--- config.mk ---
export PLATFORM = sky130hd
export DESIGN_NAME = rtc_action_scheduler
export DESIGN_NICKNAME = d
export VERILOG_FILES = /design/src/verilog/rtc_sched_pkg.sv /design/src/verilog/param_store.sv /design/src/verilog/rtc_action_scheduler.sv
export SDC_FILE = /design/constraint.sdc
export NUM_CORES = 2
export LEC_CHECK = 0
export BUFFER_PORTS_ARGS = -buffer_cell sky130_fd_sc_hd__clkbuf_2
export CORE_MARGIN = 1
export CORE_UTILIZATION = 40
export CTS_BUF_LIST = sky130_fd_sc_hd__clkbuf_2 sky130_fd_sc_hd__clkbuf_4 sky130_fd_sc_hd__clkbuf_8
export DETAILED_ROUTE_END_ITERATION = 8
export PLACE_DENSITY_LB_ADDON = 0.05
export SYNTH_ARGS = -nofsm -noshare
export SYNTH_HDL_FRONTEND = slang
export SYNTH_HIERARCHICAL = 1
export SYNTH_SLANG_ARGS = --single-unit
--- constraint.sdc ---
create_clock -name clk_sys_i -period 55.6 [get_ports clk_sys_i]
set_input_delay 2.78 -clock clk_sys_i [delete_from_list [all_inputs] [get_ports clk_sys_i]]
set_output_delay 2.78 -clock clk_sys_i [all_outputs]
set_load 0.05 [all_outputs]
--- src/verilog/rtc_sched_pkg.sv ---
package rtc_sched_pkg;
   localparam int NUM_SCHED = 4;
   localparam int SEL_W = 2;
   localparam int FIELD_SLOTS = 8;
   localparam int SUB_PAGES = 4;
   localparam int PARAM_DEPTH = NUM_SCHED * SUB_PAGES * FIELD_SLOTS;
   localparam int PARAM_AW = 7;
   localparam int RTC_FIELDS = 7;

   // bus target addresses of the register pages
   localparam logic [6:0] PAGE_RTC = 7'h6A;
   localparam logic [6:0] PAGE_CTRL = 7'h6B;
   localparam logic [6:0] PAGE_START = 7'h6C;

   // control page offsets
   localparam logic [7:0] OFS_SEL = 8'h16;
   localparam logic [7:0] OFS_RUN = 8'h17;
   localparam logic [7:0] OFS_RTIME = 8'h18;
   localparam logic [7:0] OFS_KIND = 8'h19;
   localparam logic [7:0] OFS_RTIME_HI = 8'h1A;

   // schedule sub-pages, low two bits of the page address
   localparam logic [1:0] SUB_START = 2'h0;
   localparam logic [1:0] SUB_RUNT = 2'h1;
   localparam logic [1:0] SUB_ACT = 2'h2;

   localparam logic [2:0] FLD_ACTIVE = 3'h0;
   localparam logic [2:0] FLD_YEAR = 3'h1;
   localparam logic [2:0] FLD_MONTH = 3'h2;
   localparam logic [2:0] FLD_MDAY = 3'h3;
   localparam logic [2:0] FLD_HOUR = 3'h4;
   localparam logic [2:0] FLD_MINUTE = 3'h5;
   localparam logic [2:0] FLD_DUR_LO = 3'h0;
   localparam logic [2:0] FLD_DUR_HI = 3'h1;
   localparam logic [2:0] FLD_REP = 3'h2;
   localparam logic [2:0] FLD_MULT = 3'h3;
   localparam logic [2:0] FLD_PERIOD = 3'h4;
   localparam logic [2:0] FLD_HOST_PWR = 3'h0;
   localparam logic [2:0] FLD_RELAY = 3'h1;
   localparam logic [2:0] FLD_AUX = 3'h2;

   localparam logic [7:0] RUN_ON = 8'h01;
   localparam logic [7:0] ACTIVE_ON = 8'h01;
   localparam logic [7:0] KIND_BASIC = 8'h00;
   localparam logic [7:0] KIND_CAL = 8'h01;
   localparam logic [7:0] RST_KIND = 8'h00;
   localparam logic [7:0] RST_RUN = 8'h00;
   localparam logic [1:0] RST_SEL = 2'h0;

   localparam logic [15:0] MIN_PER_HOUR = 16'h003C;
   localparam logic [15:0] DAY_MINUTES = 16'h05A0;
   localparam logic [15:0] RTIME_NONE = 16'hFFFF;

   typedef enum logic [1:0] {ST_IDLE, ST_WAIT, ST_SEQ} sched_state_t;
endpackage

--- src/verilog/param_store.sv ---
`timescale 1ns/1ps
module param_store #(
   parameter int DEPTH = 128,
   parameter int WIDTH = 8,
   parameter int AW = 7
) (
   input wire logic clk_i,
   input wire logic rst_n_i,
   input wire logic wr_en_i,
   input wire logic [AW-1:0] wr_addr_i,
   input wire logic [WIDTH-1:0] wr_data_i,
   input wire logic [AW-1:0] rd_addr_i,
   output logic [WIDTH-1:0] rd_data_o,
   output logic [DEPTH*WIDTH-1:0] contents_o
);
   logic [DEPTH*WIDTH-1:0] mem_q;
   logic [DEPTH*WIDTH-1:0] mem_d;
   logic [WIDTH-1:0] rd_q;
   logic [WIDTH-1:0] rd_d;

   // whole array is visible so every schedule can run at once
   always_comb
   begin
      mem_d = mem_q;
      if (wr_en_i)
      begin
         mem_d[int'(wr_addr_i) * WIDTH +: WIDTH] = wr_data_i;
      end
      rd_d = mem_q[int'(rd_addr_i) * WIDTH +: WIDTH];
   end

   always_ff @(posedge clk_i or negedge rst_n_i)
   begin
      if (!rst_n_i)
      begin
         mem_q <= '0;
         rd_q <= '0;
      end
      else
      begin
         mem_q <= mem_d;
         rd_q <= rd_d;
      end
   end

   assign rd_data_o = rd_q;
   assign contents_o = mem_q;
endmodule

--- src/verilog/rtc_action_scheduler.sv ---
`timescale 1ns/1ps
module rtc_action_scheduler #(
   parameter int NUM_SCHED = rtc_sched_pkg::NUM_SCHED
) (
   input wire logic clk_sys_i,
   input wire logic reset_n_i,
   input wire logic [6:0] reg_page_i,
   input wire logic [7:0] reg_addr_i,
   input wire logic [7:0] reg_wdata_i,
   input wire logic reg_wr_i,
   input wire logic reg_rd_i,
   output logic [7:0] reg_rdata_o,
   output logic reg_rvalid_o,
   input wire logic [7:0] rtc_sec_i,
   input wire logic [7:0] rtc_min_i,
   input wire logic [7:0] rtc_hour_i,
   input wire logic [7:0] rtc_wday_i,
   input wire logic [7:0] rtc_mday_i,
   input wire logic [7:0] rtc_month_i,
   input wire logic [7:0] rtc_year_i,
   input wire logic rtc_minute_tick_i,
   output logic host_power_o,
   output logic relay_set_o,
   output logic aux_power_o,
   output logic sched_running_o
);
   localparam int PBITS = rtc_sched_pkg::PARAM_DEPTH * 8;

   function automatic logic [7:0] pbyte(input logic [PBITS-1:0] p, input int s,
                                        input logic [1:0] sub, input logic [2:0] fld);
      int idx;
      idx = ((s * rtc_sched_pkg::SUB_PAGES + int'(sub)) * rtc_sched_pkg::FIELD_SLOTS
             + int'(fld)) * 8;
      return p[idx +: 8];
   endfunction

   function automatic logic [15:0] bcd_to_bin(input logic [7:0] b);
      return 16'({12'h000, b[7:4]} * 16'h000A + {12'h000, b[3:0]});
   endfunction

   function automatic logic [15:0] day_minute(input logic [7:0] hour_bcd,
                                              input logic [7:0] min_bcd);
      return 16'(bcd_to_bin(hour_bcd) * rtc_sched_pkg::MIN_PER_HOUR + bcd_to_bin(min_bcd));
   endfunction

   logic rst_meta_q;
   logic rst_sync_q;
   logic rst_n;

   always_ff @(posedge clk_sys_i or negedge reset_n_i)
   begin
      if (!reset_n_i)
      begin
         rst_meta_q <= 1'b0;
         rst_sync_q <= 1'b0;
      end
      else
      begin
         rst_meta_q <= 1'b1;
         rst_sync_q <= rst_meta_q;
      end
   end

   assign rst_n = rst_sync_q;

   // control registers
   logic [7:0] mirror_q [rtc_sched_pkg::RTC_FIELDS];
   logic [7:0] mirror_d [rtc_sched_pkg::RTC_FIELDS];
   logic [1:0] sel_q, sel_d;
   logic [7:0] run_reg_q, run_reg_d;
   logic [7:0] kind_q, kind_d;
   logic running;
   logic is_param;
   logic param_wr;
   logic [rtc_sched_pkg::PARAM_AW-1:0] param_addr;
   logic [1:0] exec_idx;
   logic exec_found;
   logic [PBITS-1:0] params;
   logic [7:0] store_rdata;

   assign running = (run_reg_q == rtc_sched_pkg::RUN_ON) && (kind_q == rtc_sched_pkg::KIND_CAL);
   assign is_param = reg_page_i[6:2] == rtc_sched_pkg::PAGE_START[6:2];
   assign param_addr = {sel_q, reg_page_i[1:0], reg_addr_i[2:0]};
   // locked while the run flag is up, parameters stay as they were
   assign param_wr = reg_wr_i && is_param && (reg_addr_i[7:3] == 5'h00)
                     && (run_reg_q != rtc_sched_pkg::RUN_ON);

   always_comb
   begin
      // refreshed every cycle, so a host write never sticks
      mirror_d[0] = rtc_sec_i;
      mirror_d[1] = rtc_min_i;
      mirror_d[2] = rtc_hour_i;
      mirror_d[3] = rtc_wday_i;
      mirror_d[4] = rtc_mday_i;
      mirror_d[5] = rtc_month_i;
      mirror_d[6] = rtc_year_i;
      sel_d = sel_q;
      run_reg_d = run_reg_q;
      kind_d = kind_q;
      if (reg_wr_i && reg_page_i == rtc_sched_pkg::PAGE_CTRL)
      begin
         if (reg_addr_i == rtc_sched_pkg::OFS_RUN)
         begin
            run_reg_d = reg_wdata_i;
         end
         if (run_reg_q != rtc_sched_pkg::RUN_ON)
         begin
            if (reg_addr_i == rtc_sched_pkg::OFS_SEL)
            begin
               sel_d = reg_wdata_i[1:0];
            end
            if (reg_addr_i == rtc_sched_pkg::OFS_KIND
                && (reg_wdata_i == rtc_sched_pkg::KIND_BASIC
                    || reg_wdata_i == rtc_sched_pkg::KIND_CAL))
            begin
               kind_d = reg_wdata_i;
            end
         end
      end
      if (running && exec_found)
      begin
         sel_d = exec_idx;
      end
   end

   always_ff @(posedge clk_sys_i or negedge rst_n)
   begin
      if (!rst_n)
      begin
         for (int i = 0; i < rtc_sched_pkg::RTC_FIELDS; i++)
         begin
            mirror_q[i] <= 8'h00;
         end
         sel_q <= rtc_sched_pkg::RST_SEL;
         run_reg_q <= rtc_sched_pkg::RST_RUN;
         kind_q <= rtc_sched_pkg::RST_KIND;
      end
      else
      begin
         mirror_q <= mirror_d;
         sel_q <= sel_d;
         run_reg_q <= run_reg_d;
         kind_q <= kind_d;
      end
   end

   // event stamp page is stored for readback and also feeds the schedule engines
   param_store #(
      .DEPTH(rtc_sched_pkg::PARAM_DEPTH),
      .WIDTH(8),
      .AW(rtc_sched_pkg::PARAM_AW)
   ) u_store (
      .clk_i(clk_sys_i),
      .rst_n_i(rst_n),
      .wr_en_i(param_wr),
      .wr_addr_i(param_addr),
      .wr_data_i(reg_wdata_i),
      .rd_addr_i(param_addr),
      .rd_data_o(store_rdata),
      .contents_o(params)
   );

   // schedule engines
   rtc_sched_pkg::sched_state_t st_q [NUM_SCHED];
   rtc_sched_pkg::sched_state_t st_d [NUM_SCHED];
   logic on_q [NUM_SCHED];
   logic on_d [NUM_SCHED];
   logic [15:0] on_cnt_q [NUM_SCHED];
   logic [15:0] on_cnt_d [NUM_SCHED];
   logic [7:0] rep_cnt_q [NUM_SCHED];
   logic [7:0] rep_cnt_d [NUM_SCHED];
   logic [7:0] left_q [NUM_SCHED];
   logic [7:0] left_d [NUM_SCHED];
   logic [15:0] seq_cnt_q [NUM_SCHED];
   logic [15:0] seq_cnt_d [NUM_SCHED];
   logic [15:0] rtime_q, rtime_d;
   logic host_q, host_d, relay_q, relay_d, aux_q, aux_d, run_out_q;

   always_comb
   begin
      logic [15:0] dur;
      logic [7:0] rep;
      logic [7:0] mult;
      logic [7:0] period;
      logic date_eq;
      logic do_seq;
      logic do_act;
      logic [15:0] cand;
      logic [15:0] best;
      logic [15:0] start_m;
      logic [15:0] now_m;
      dur = 16'h0000;
      rep = 8'h00;
      mult = 8'h00;
      period = 8'h00;
      date_eq = 1'b0;
      do_seq = 1'b0;
      do_act = 1'b0;
      cand = rtc_sched_pkg::RTIME_NONE;
      best = rtc_sched_pkg::RTIME_NONE;
      now_m = day_minute(rtc_hour_i, rtc_min_i);
      start_m = 16'h0000;
      host_d = 1'b0;
      relay_d = 1'b0;
      aux_d = 1'b0;
      exec_idx = sel_q;
      exec_found = 1'b0;
      for (int s = 0; s < NUM_SCHED; s++)
      begin
         dur = {pbyte(params, s, rtc_sched_pkg::SUB_RUNT, rtc_sched_pkg::FLD_DUR_HI),
                pbyte(params, s, rtc_sched_pkg::SUB_RUNT, rtc_sched_pkg::FLD_DUR_LO)};
         rep = pbyte(params, s, rtc_sched_pkg::SUB_RUNT, rtc_sched_pkg::FLD_REP);
         mult = pbyte(params, s, rtc_sched_pkg::SUB_RUNT, rtc_sched_pkg::FLD_MULT);
         period = pbyte(params, s, rtc_sched_pkg::SUB_RUNT, rtc_sched_pkg::FLD_PERIOD);
         // packed decimal compared digit for digit
         date_eq = rtc_year_i
            == pbyte(params, s, rtc_sched_pkg::SUB_START, rtc_sched_pkg::FLD_YEAR)
            && pbyte(params, s, rtc_sched_pkg::SUB_START, rtc_sched_pkg::FLD_MONTH) == rtc_month_i
            && pbyte(params, s, rtc_sched_pkg::SUB_START, rtc_sched_pkg::FLD_MDAY) == rtc_mday_i;
         start_m = day_minute(pbyte(params, s, rtc_sched_pkg::SUB_START, rtc_sched_pkg::FLD_HOUR),
                              pbyte(params, s, rtc_sched_pkg::SUB_START,
                                    rtc_sched_pkg::FLD_MINUTE));
         st_d[s] = st_q[s];
         on_d[s] = on_q[s];
         on_cnt_d[s] = on_cnt_q[s];
         rep_cnt_d[s] = rep_cnt_q[s];
         left_d[s] = left_q[s];
         seq_cnt_d[s] = seq_cnt_q[s];
         do_seq = 1'b0;
         do_act = 1'b0;
         if (!running)
         begin
            st_d[s] = rtc_sched_pkg::ST_IDLE;
            on_d[s] = 1'b0;
         end
         else
         begin
            unique case (st_q[s])
               rtc_sched_pkg::ST_IDLE:
               begin
                  if (pbyte(params, s, rtc_sched_pkg::SUB_START, rtc_sched_pkg::FLD_ACTIVE)
                      == rtc_sched_pkg::ACTIVE_ON)
                  begin
                     st_d[s] = rtc_sched_pkg::ST_WAIT;
                  end
               end
               rtc_sched_pkg::ST_WAIT:
               begin
                  if (rtc_minute_tick_i && date_eq && start_m == now_m)
                  begin
                     do_seq = 1'b1;
                  end
               end
               rtc_sched_pkg::ST_SEQ:
               begin
                  if (rtc_minute_tick_i)
                  begin
                     if (on_q[s] && on_cnt_q[s] <= 16'h0001)
                     begin
                        on_d[s] = 1'b0;
                     end
                     else if (on_q[s])
                     begin
                        on_cnt_d[s] = on_cnt_q[s] - 16'h0001;
                     end
                     if (rep != 8'h00 && left_q[s] != 8'h00)
                     begin
                        if (rep_cnt_q[s] <= 8'h01)
                        begin
                           do_act = 1'b1;
                        end
                        else
                        begin
                           rep_cnt_d[s] = rep_cnt_q[s] - 8'h01;
                        end
                     end
                     if (period != 8'h00)
                     begin
                        if (seq_cnt_q[s] <= 16'h0001)
                        begin
                           do_seq = 1'b1;
                        end
                        else
                        begin
                           seq_cnt_d[s] = seq_cnt_q[s] - 16'h0001;
                        end
                     end
                  end
               end
            endcase
         end
         // a new occurrence wins over a stop in the same minute
         if (do_seq)
         begin
            st_d[s] = rtc_sched_pkg::ST_SEQ;
            on_d[s] = dur != 16'h0000;
            on_cnt_d[s] = dur;
            rep_cnt_d[s] = rep;
            left_d[s] = (mult == 8'h00) ? 8'h00 : mult - 8'h01;
            seq_cnt_d[s] = 16'({8'h00, period} * rtc_sched_pkg::MIN_PER_HOUR);
         end
         else if (do_act)
         begin
            on_d[s] = dur != 16'h0000;
            on_cnt_d[s] = dur;
            rep_cnt_d[s] = rep;
            left_d[s] = left_q[s] - 8'h01;
         end
         // outputs follow the action bits of each schedule
         if (on_d[s])
         begin
            host_d = host_d | pbyte(params, s, rtc_sched_pkg::SUB_ACT,
                                    rtc_sched_pkg::FLD_HOST_PWR)[0];
            relay_d = relay_d | pbyte(params, s, rtc_sched_pkg::SUB_ACT,
                                      rtc_sched_pkg::FLD_RELAY)[0];
            aux_d = aux_d | pbyte(params, s, rtc_sched_pkg::SUB_ACT, rtc_sched_pkg::FLD_AUX)[0];
         end
         if (!exec_found && st_q[s] == rtc_sched_pkg::ST_SEQ && on_q[s])
         begin
            exec_idx = 2'(s);
            exec_found = 1'b1;
         end
         // distance to the next start or stop of this schedule
         cand = rtc_sched_pkg::RTIME_NONE;
         if (st_q[s] == rtc_sched_pkg::ST_WAIT && date_eq && start_m > now_m)
         begin
            cand = start_m - now_m;
         end
         if (st_q[s] == rtc_sched_pkg::ST_SEQ)
         begin
            if (on_q[s] && on_cnt_q[s] < cand)
            begin
               cand = on_cnt_q[s];
            end
            if (rep != 8'h00 && left_q[s] != 8'h00 && {8'h00, rep_cnt_q[s]} < cand)
            begin
               cand = {8'h00, rep_cnt_q[s]};
            end
            if (period != 8'h00 && seq_cnt_q[s] < cand)
            begin
               cand = seq_cnt_q[s];
            end
         end
         if (cand < best)
         begin
            best = cand;
         end
      end
      rtime_d = (running && best < rtc_sched_pkg::DAY_MINUTES) ? best
                : rtc_sched_pkg::RTIME_NONE;
   end

   always_ff @(posedge clk_sys_i or negedge rst_n)
   begin
      if (!rst_n)
      begin
         for (int s = 0; s < NUM_SCHED; s++)
         begin
            st_q[s] <= rtc_sched_pkg::ST_IDLE;
            on_q[s] <= 1'b0;
            on_cnt_q[s] <= 16'h0000;
            rep_cnt_q[s] <= 8'h00;
            left_q[s] <= 8'h00;
            seq_cnt_q[s] <= 16'h0000;
         end
         rtime_q <= rtc_sched_pkg::RTIME_NONE;
         host_q <= 1'b0;
         relay_q <= 1'b0;
         aux_q <= 1'b0;
         run_out_q <= 1'b0;
      end
      else
      begin
         st_q <= st_d;
         on_q <= on_d;
         on_cnt_q <= on_cnt_d;
         rep_cnt_q <= rep_cnt_d;
         left_q <= left_d;
         seq_cnt_q <= seq_cnt_d;
         rtime_q <= rtime_d;
         host_q <= host_d;
         relay_q <= relay_d;
         aux_q <= aux_d;
         run_out_q <= running;
      end
   end

   // read path: two cycles so parameter and local reads line up
   logic rd1_q, rd1_d, par1_q, par1_d, rvalid_q, rvalid_d;
   logic [7:0] loc1_q, loc1_d, rdata_q, rdata_d;

   always_comb
   begin
      loc1_d = 8'h00;
      if (reg_page_i == rtc_sched_pkg::PAGE_RTC && reg_addr_i < 8'(rtc_sched_pkg::RTC_FIELDS))
      begin
         loc1_d = mirror_q[reg_addr_i[2:0]];
      end
      else if (reg_page_i == rtc_sched_pkg::PAGE_CTRL)
      begin
         unique case (reg_addr_i)
            rtc_sched_pkg::OFS_SEL: loc1_d = {6'h00, sel_q};
            rtc_sched_pkg::OFS_RUN: loc1_d = run_reg_q;
            rtc_sched_pkg::OFS_RTIME: loc1_d = rtime_q[7:0];
            rtc_sched_pkg::OFS_RTIME_HI: loc1_d = rtime_q[15:8];
            rtc_sched_pkg::OFS_KIND: loc1_d = kind_q;
            default: loc1_d = 8'h00;
         endcase
      end
      rd1_d = reg_rd_i;
      par1_d = is_param && (reg_addr_i[7:3] == 5'h00);
      rvalid_d = rd1_q;
      rdata_d = rdata_q;
      if (rd1_q)
      begin
         rdata_d = par1_q ? store_rdata : loc1_q;
      end
   end

   always_ff @(posedge clk_sys_i or negedge rst_n)
   begin
      if (!rst_n)
      begin
         rd1_q <= 1'b0;
         par1_q <= 1'b0;
         loc1_q <= 8'h00;
         rvalid_q <= 1'b0;
         rdata_q <= 8'h00;
      end
      else
      begin
         rd1_q <= rd1_d;
         par1_q <= par1_d;
         loc1_q <= loc1_d;
         rvalid_q <= rvalid_d;
         rdata_q <= rdata_d;
      end
   end

   assign reg_rdata_o = rdata_q;
   assign reg_rvalid_o = rvalid_q;
   assign host_power_o = host_q;
   assign relay_set_o = relay_q;
   assign aux_power_o = aux_q;
   assign sched_running_o = run_out_q;
endmodule

Word-level counts from Yosys, hierarchy flattened
Cells that the tools add are included.
{"block": "word_totals", "regBits": 1351, "wordCells": 610}
{"block": "classes", "add_sub_neg": 40, "multipliers": 19, "magnitude_cmp": 35, "n_eq_ne": 61, "shifts": 3, "muxes": 241, "n_bitwise": 10, "reduce_logical": 153}
{"op": "16-bit two-way mux", "n": 85}
{"op": "1024-bit bitwise mux", "n": 1}
{"op": "8-bit by 33-bit variable shift with 1024-bit output (first input constant)", "n": 1}
{"op": "1024-bit by 11-bit variable part select with 8-bit output", "n": 1}
{"op": "8-bit by 33-bit variable part select with 1024-bit output", "n": 1}
{"op": "8-bit two-way mux", "n": 45}
{"op": "16-bit < comparator", "n": 11}
{"op": "16-bit by 1-bit <= comparator with 1-bit output (second input constant)", "n": 8}
{"op": "16-bit by 1-bit subtractor with 16-bit output (second input constant)", "n": 8}
{"op": "8-bit equality test", "n": 12}
{"op": "8-bit nonzero test", "n": 12}
{"op": "8-bit by 1-bit subtractor with 8-bit output (second input constant)", "n": 12}
{"op": "8-bit by 4-bit adder with 9-bit output", "n": 10}
{"op": "15-bit by 9-bit adder with 16-bit output", "n": 5}
{"op": "1-bit two-way mux", "n": 80}
{"op": "4-bit by 3-bit multiplier with 7-bit output (second input constant)", "n": 10}
{"op": "9-bit by 4-bit multiplier with 13-bit output (second input constant)", "n": 5}
{"op": "16-bit equality test", "n": 4}
{"op": "16-bit greater-than comparator", "n": 4}
{"op": "8-bit by 16-bit < comparator with 1-bit output", "n": 4}
{"op": "16-bit nonzero test", "n": 4}
{"op": "16-bit subtractor", "n": 4}
{"op": "1-bit logical AND", "n": 61}
{"op": "5-bit AND reduction", "n": 12}
{"op": "other kinds (33)", "n": 162}

Logic depth before layout (Yosys ltp)
{"block": "logic_depth", "depth_word": 30, "mapped_depth": 119, "depth_no_buf": 110}

Cells and area by module
Netlist, hierarchy kept.
{"module": "param_store", "instances": 1, "cells_each": 3762, "area_per_inst_um2": 50843.8, "seq_area_each_um2": 25824.8}
{"module": "rtc_action_scheduler", "instances": 1, "cells_each": 5166, "area_per_inst_um2": 42216.7, "seq_area_each_um2": 8002.7}

Worst setup path before layout
No wires, ideal clock.
{"block": "synth_timing", "path_kind": "in2reg", "startpoint": "input rtc_hour_i[4]", "endpoint": "register rtime_q[2]", "arrival_ps": 22873, "required_time_ps": 55511, "path_slack_ps": 32637, "cell_stages": 111, "cell_sequence": "ha_1 > ha_1 > a21oi_1 > nand2_1 > xor2_1 > inv_1 > fa_1 > fa_1 > inv_1 > ha_1 > xnor2_1 > ha_1 > ha_1 > or4_1 > o21ai_0 > a21oi_1 > xnor2_1 > ha_1 > [... 75 more ...] > a21oi_1 > and2_1 > clkbuf_1 > a21o_1 > clkbuf_1 > a21oi_1 > ha_1 > nand4_1 > nor3_1 > a21oi_1 > o211ai_1 > nor2_1 > and2_1 > a31oi_1 > and2_1 > buf_4 > nor3_1 > a211oi_1"}
{"block": "synth_between", "elab_chain_cells": 30, "elab_cells_between_ends": 79}
{"item": "start, declared", "line": "rtc_action_scheduler.sv:16", "text": "input wire logic [7:0] rtc_hour_i,"}
{"item": "4-bit by 3-bit multiplier with 7-bit output (*)", "line": "rtc_action_scheduler.sv:38", "text": "return 16'({12'h000, b[7:4]} * 16'h000A + {12'h000, b[3:0]});"}
{"item": "8-bit by 4-bit adder with 9-bit output (*)", "line": "rtc_action_scheduler.sv:38"}
{"item": "9-bit by 4-bit multiplier with 13-bit output (*)", "line": "rtc_action_scheduler.sv:43", "text": "return 16'(bcd_to_bin(hour_bcd) * rtc_sched_pkg::MIN_PER_HOUR + bcd_to_bin(min_bcd));"}
{"item": "15-bit by 9-bit adder with 16-bit output (*)", "line": "rtc_action_scheduler.sv:43"}
{"item": "16-bit greater-than comparator", "line": "rtc_action_scheduler.sv:326", "text": "if (st_q[s] == rtc_sched_pkg::ST_WAIT && date_eq && start_m > now_m)"}
{"item": "1-bit logical AND", "line": "rtc_action_scheduler.sv:326"}
{"item": "16-bit two-way mux", "line": "rtc_action_scheduler.sv:326"}
{"item": "16-bit < comparator", "line": "rtc_action_scheduler.sv:332", "text": "if (on_q[s] && on_cnt_q[s] < cand)"}
{"item": "[... 15 more ...]"}
{"item": "16-bit < comparator", "line": "rtc_action_scheduler.sv:345", "text": "if (cand < best)"}
{"item": "16-bit two-way mux", "line": "rtc_action_scheduler.sv:345"}
{"item": "16-bit < comparator", "line": "rtc_action_scheduler.sv:345"}
{"item": "16-bit two-way mux (*)", "line": "rtc_action_scheduler.sv:345"}
{"item": "16-bit by 11-bit < comparator with 1-bit output", "line": "rtc_action_scheduler.sv:350", "text": "rtime_d = (running && best < rtc_sched_pkg::DAY_MINUTES) ? best"}
{"item": "1-bit logical AND", "line": "rtc_action_scheduler.sv:350"}
{"item": "16-bit two-way mux (*)", "line": "rtc_action_scheduler.sv:350"}
{"item": "named net rtime_d[2]", "line": "rtc_action_scheduler.sv:177", "text": "logic [15:0] rtime_q, rtime_d;"}
{"item": "end signal, assigned", "line": "rtc_action_scheduler.sv:367", "text": "rtime_q <= rtc_sched_pkg::RTIME_NONE;"}
{"item": "end signal, assigned", "line": "rtc_action_scheduler.sv:381", "text": "rtime_q <= rtime_d;"}
{"item": "end, declared", "line": "rtc_action_scheduler.sv:177"}
Mark *: on every way through the listed nets, which the timed path passes. The rest lies on a longest branch. The select of a mux whose other input is x is not followed.
A chain may end at the register's enable or synchronous reset.

Final worst setup path
{"block": "layout_timing", "startpoint": "input rtc_hour_i[6]", "endpoint": "register rtime_q[7]"}
The elaborated chain is that of the path after synthesis.

==> out/metrics.yaml <==
worst_setup_path:
  critPathTopFamily: "compound AO/OA/AOI/OAI gates"
  path_common_cell: "a21oi_1"
  startpoint_type: "primary input"
  required_ps: 56460
  max_stage_delay_ps: 850
  worst-path-max-fanout: 24
  cp_slowest_cell: "a21oi_1"
  rr_startpoint: "u_store/contents_o[293]"
  endpoint_kind: "register"
  crit_path_start: "rtc_hour_i[6]"
  path_buf_inv: 6
  critPathKind: "primary input to register"
  worstPathArrival_ps: 26860
job:
  drv_cap: 0
routing:
  vias: 74927
  wl_um: 378000
  drt-met1-wl_um: 170000
  wl_met3_um: 25200
  routedWlPerCell_um: 31.0
  viasPerCell: 6.15
  dr.first_iter.drc_count: 7275
  drtPass1Iterations: 7
  wl_met2_um: 164000
  postRouteAntennaNets: 0
  drc_errors: 0
  routed.top_layer: "met5"
floorplan:
  io_pins: 97
  start_util_pct: 40.4
  rows: 176
  die_w_um: 484
  core_mm2: 0.231
  dieHeight_um: 484
  die-area_mm2: 0.235
final_layout:
  mostFrequentLayoutCells: "dfrtp_1 (1,334), mux2_2 (704), nor2_1 (638)"
  final_common_cell: "dfrtp_1"
  drive_gt1_share_pct: 21.4
  fillers: 21839
  syn_to_final_growth_pct: 10.3
  post-route-util_pct: 44.5
  finalNetCount: 9776
  instances_no_fill: 12174
timing:
  rsz0062_at_grt: "false"
  setup_tns_ps: 0
  worst_slew_pin_slew_ps: 1320
  fmax_ghz: 0.0385
  finalClockSkew_ps: 106
  setup_viol: 0
  hold_viol: 0
  period_share_pct: 46.8
  final_max_slew_viol_count: 0
  fin_crit_ps: 26000
  max_slew_margin_pct: 11.5
pwr:
  p_leak_nw: 48.5
  irDropWorstVdd_mv: 0.0637
  powerDensity_mw_per_mm2: 29.8
  p_total_mw: 3.06
global_route:
  grt_pass1_vias: 73730
  grt_max_degree: 159
  grt_first_pass_wirelength_um: 543000
  grt_use_total_pct: 31.8
  grt_overflow: 0
  antenna_found_initial: 29
placed_design:
  dpl.hpwl_um: 280000
  gp_congestion: 0.948
  io_buffers: 96
  dp_cells: 11711
synth:
  async_reset_ff_share_pct: 100
  yosys_warnings: 6
  ys_types: 124
  yosys_most_used_dff: "dfrtp_1"
  syn_inst: 8928
  synthesis.area_mm2: 0.0931
  synth_nets: 9737
  ys_seq_elements: 1351
  synth_area_per_cell_um2: 10.4
  ys_seq_area_share_pct: 36.3
  synth-edff-count: 0
clock_tree:
  numCtsBuffers: 280
  cts_hold_buf: 0
  postCtsSetupRepairBufs: 0
  insertion_delay_ps: 1040
  clk_pin_slew_ps: 60
  clockBufferDepth: 4
  cts_root_buf: "clkbuf_8"
  ctsResizeCount: 0
  cts_sinks: 1351
  htreeDepth: 5
  cts_tree: "done"
worst_hold_path:
  min_path_type: "register to register"
  worstHoldStart: "rst_meta_q"
run_status:
  outcome: "finished clean"
where the power goes:
part           internal [mW]  leakage [nW]  switching, mW
Sequential             0.987          17.9        0.00282
Clock                  0.625          3.00          0.466
Combinational          0.309          27.6          0.670
cell usage after synthesis (all sizes together), types with 29 or more instances:
master	count	share of area [%]
dfrtp	1335	36
mux2	738	8.9
nor2	646	2.6
ha	572	7.7
inv	542	2.2
o21ai	533	2.9
a21oi	456	2.5
clkbuf	399	1.6
nand2	398	1.6
nand3	345	2.0
mux4	344	8.3
xnor2	230	2.2
mux2i	202	2.2
nor3	184	1.1
o31ai	175	1.4
xor2	156	1.5
fa	153	3.3
a21o	121	0.98
buf	118	0.65
nor4	114	0.77
and2	90	0.61
nand2b	86	0.58
nand4	80	0.54
and3	74	0.50
nor2b	74	0.50
o211ai	61	0.50
o41ai	59	0.60
or3	53	0.36
o2111ai	49	0.46
a211oi	45	0.38
o21a	45	0.36
a22oi	34	0.29
or2	31	0.21
o21bai	29	0.23
layout make-up:
| type | instances | area [um^2] | share of cell area [%] |
|---|---|---|---|
| well taps | 3026 | 3790 | 3.69 |
| flip-flops and latches | 1351 | 33800 | 33.0 |
| inverters | 545 | 2050 | 1.99 |
| repair buffers | 274 | 1900 | 1.85 |
| clock inverters | 23 | 208 | 0.202 |
| diodes | 9 | 22.5 | 0.0219 |
| clock buffers | 431 | 5430 | 5.29 |
| multi-input cells | 6515 | 55400 | 54.0 |
per-stage QoR:
stage | hold WS (ps) | cell area [um^2] | setup WS, ps
final | 342 | 103000 | 29600
after global routing | 352 | 103000 | 27690
after CTS | 348 | 103000 | 29760
after detailed placement | 339 | 97000 | 28790
after global placement | 334 | 97000 | 28740
after floorplan | 331 | 93100 | 15180
path summary, 6_finish.rpt:
check                                     endpoint  slack (ps)  depth (start not counted)
setup / recovery                        rtime_q[7]       29600                        100
hold / removal                               rst_n         340                          0
setup reg to reg                        rtime_q[7]       31820                         96
hold reg to reg                              rst_n         340                          0
max in group asynchronous  u_store/contents_o[321]       50280                          5
min in group asynchronous  u_store/contents_o[735]         440                          0
state kept, by name (all words and copies together) (netlist names), 2 cells and up:
register / count
rep_cnt_q: 32
seq_cnt_q: 64
rtime_q: 16
on_q: 4
loc1_q: 8
kind_q: 8
st_q: 8
reg_rdata_o: 8
run_reg_q: 8
on_cnt_q: 64
sel_q: 2
u_store/contents_o: 1024
left_q: 32
u_store/rd_data_o: 8
mirror_q: 56
logic make-up (layout without fill, tap and decap cells):
kind of cell             count (synthesis)  after routing  synth area share [%]
XOR/XNOR                               389            389                  3.71
adder cells (fa/ha/maj)                729            729                  11.0
flip-flops                            1351           1351                  36.3
multiplexers                          1284           1284                  19.4
AND/OR/NAND/NOR                       2282           2282                  12.3
buffers and inverters                 1062           1273                  4.46
other                                    1             10               0.00403
AO/OA/AOI/OAI                         1830           1830                  12.7
per-layer routing:
layer	global-route usage [%]	vias up
li1	-	32779
met1	45.5	38601
met2	47.7	2864
met3	4.84	677
met4	13.9	6
met5	0	-
Power figures use the tool's default switching activity.
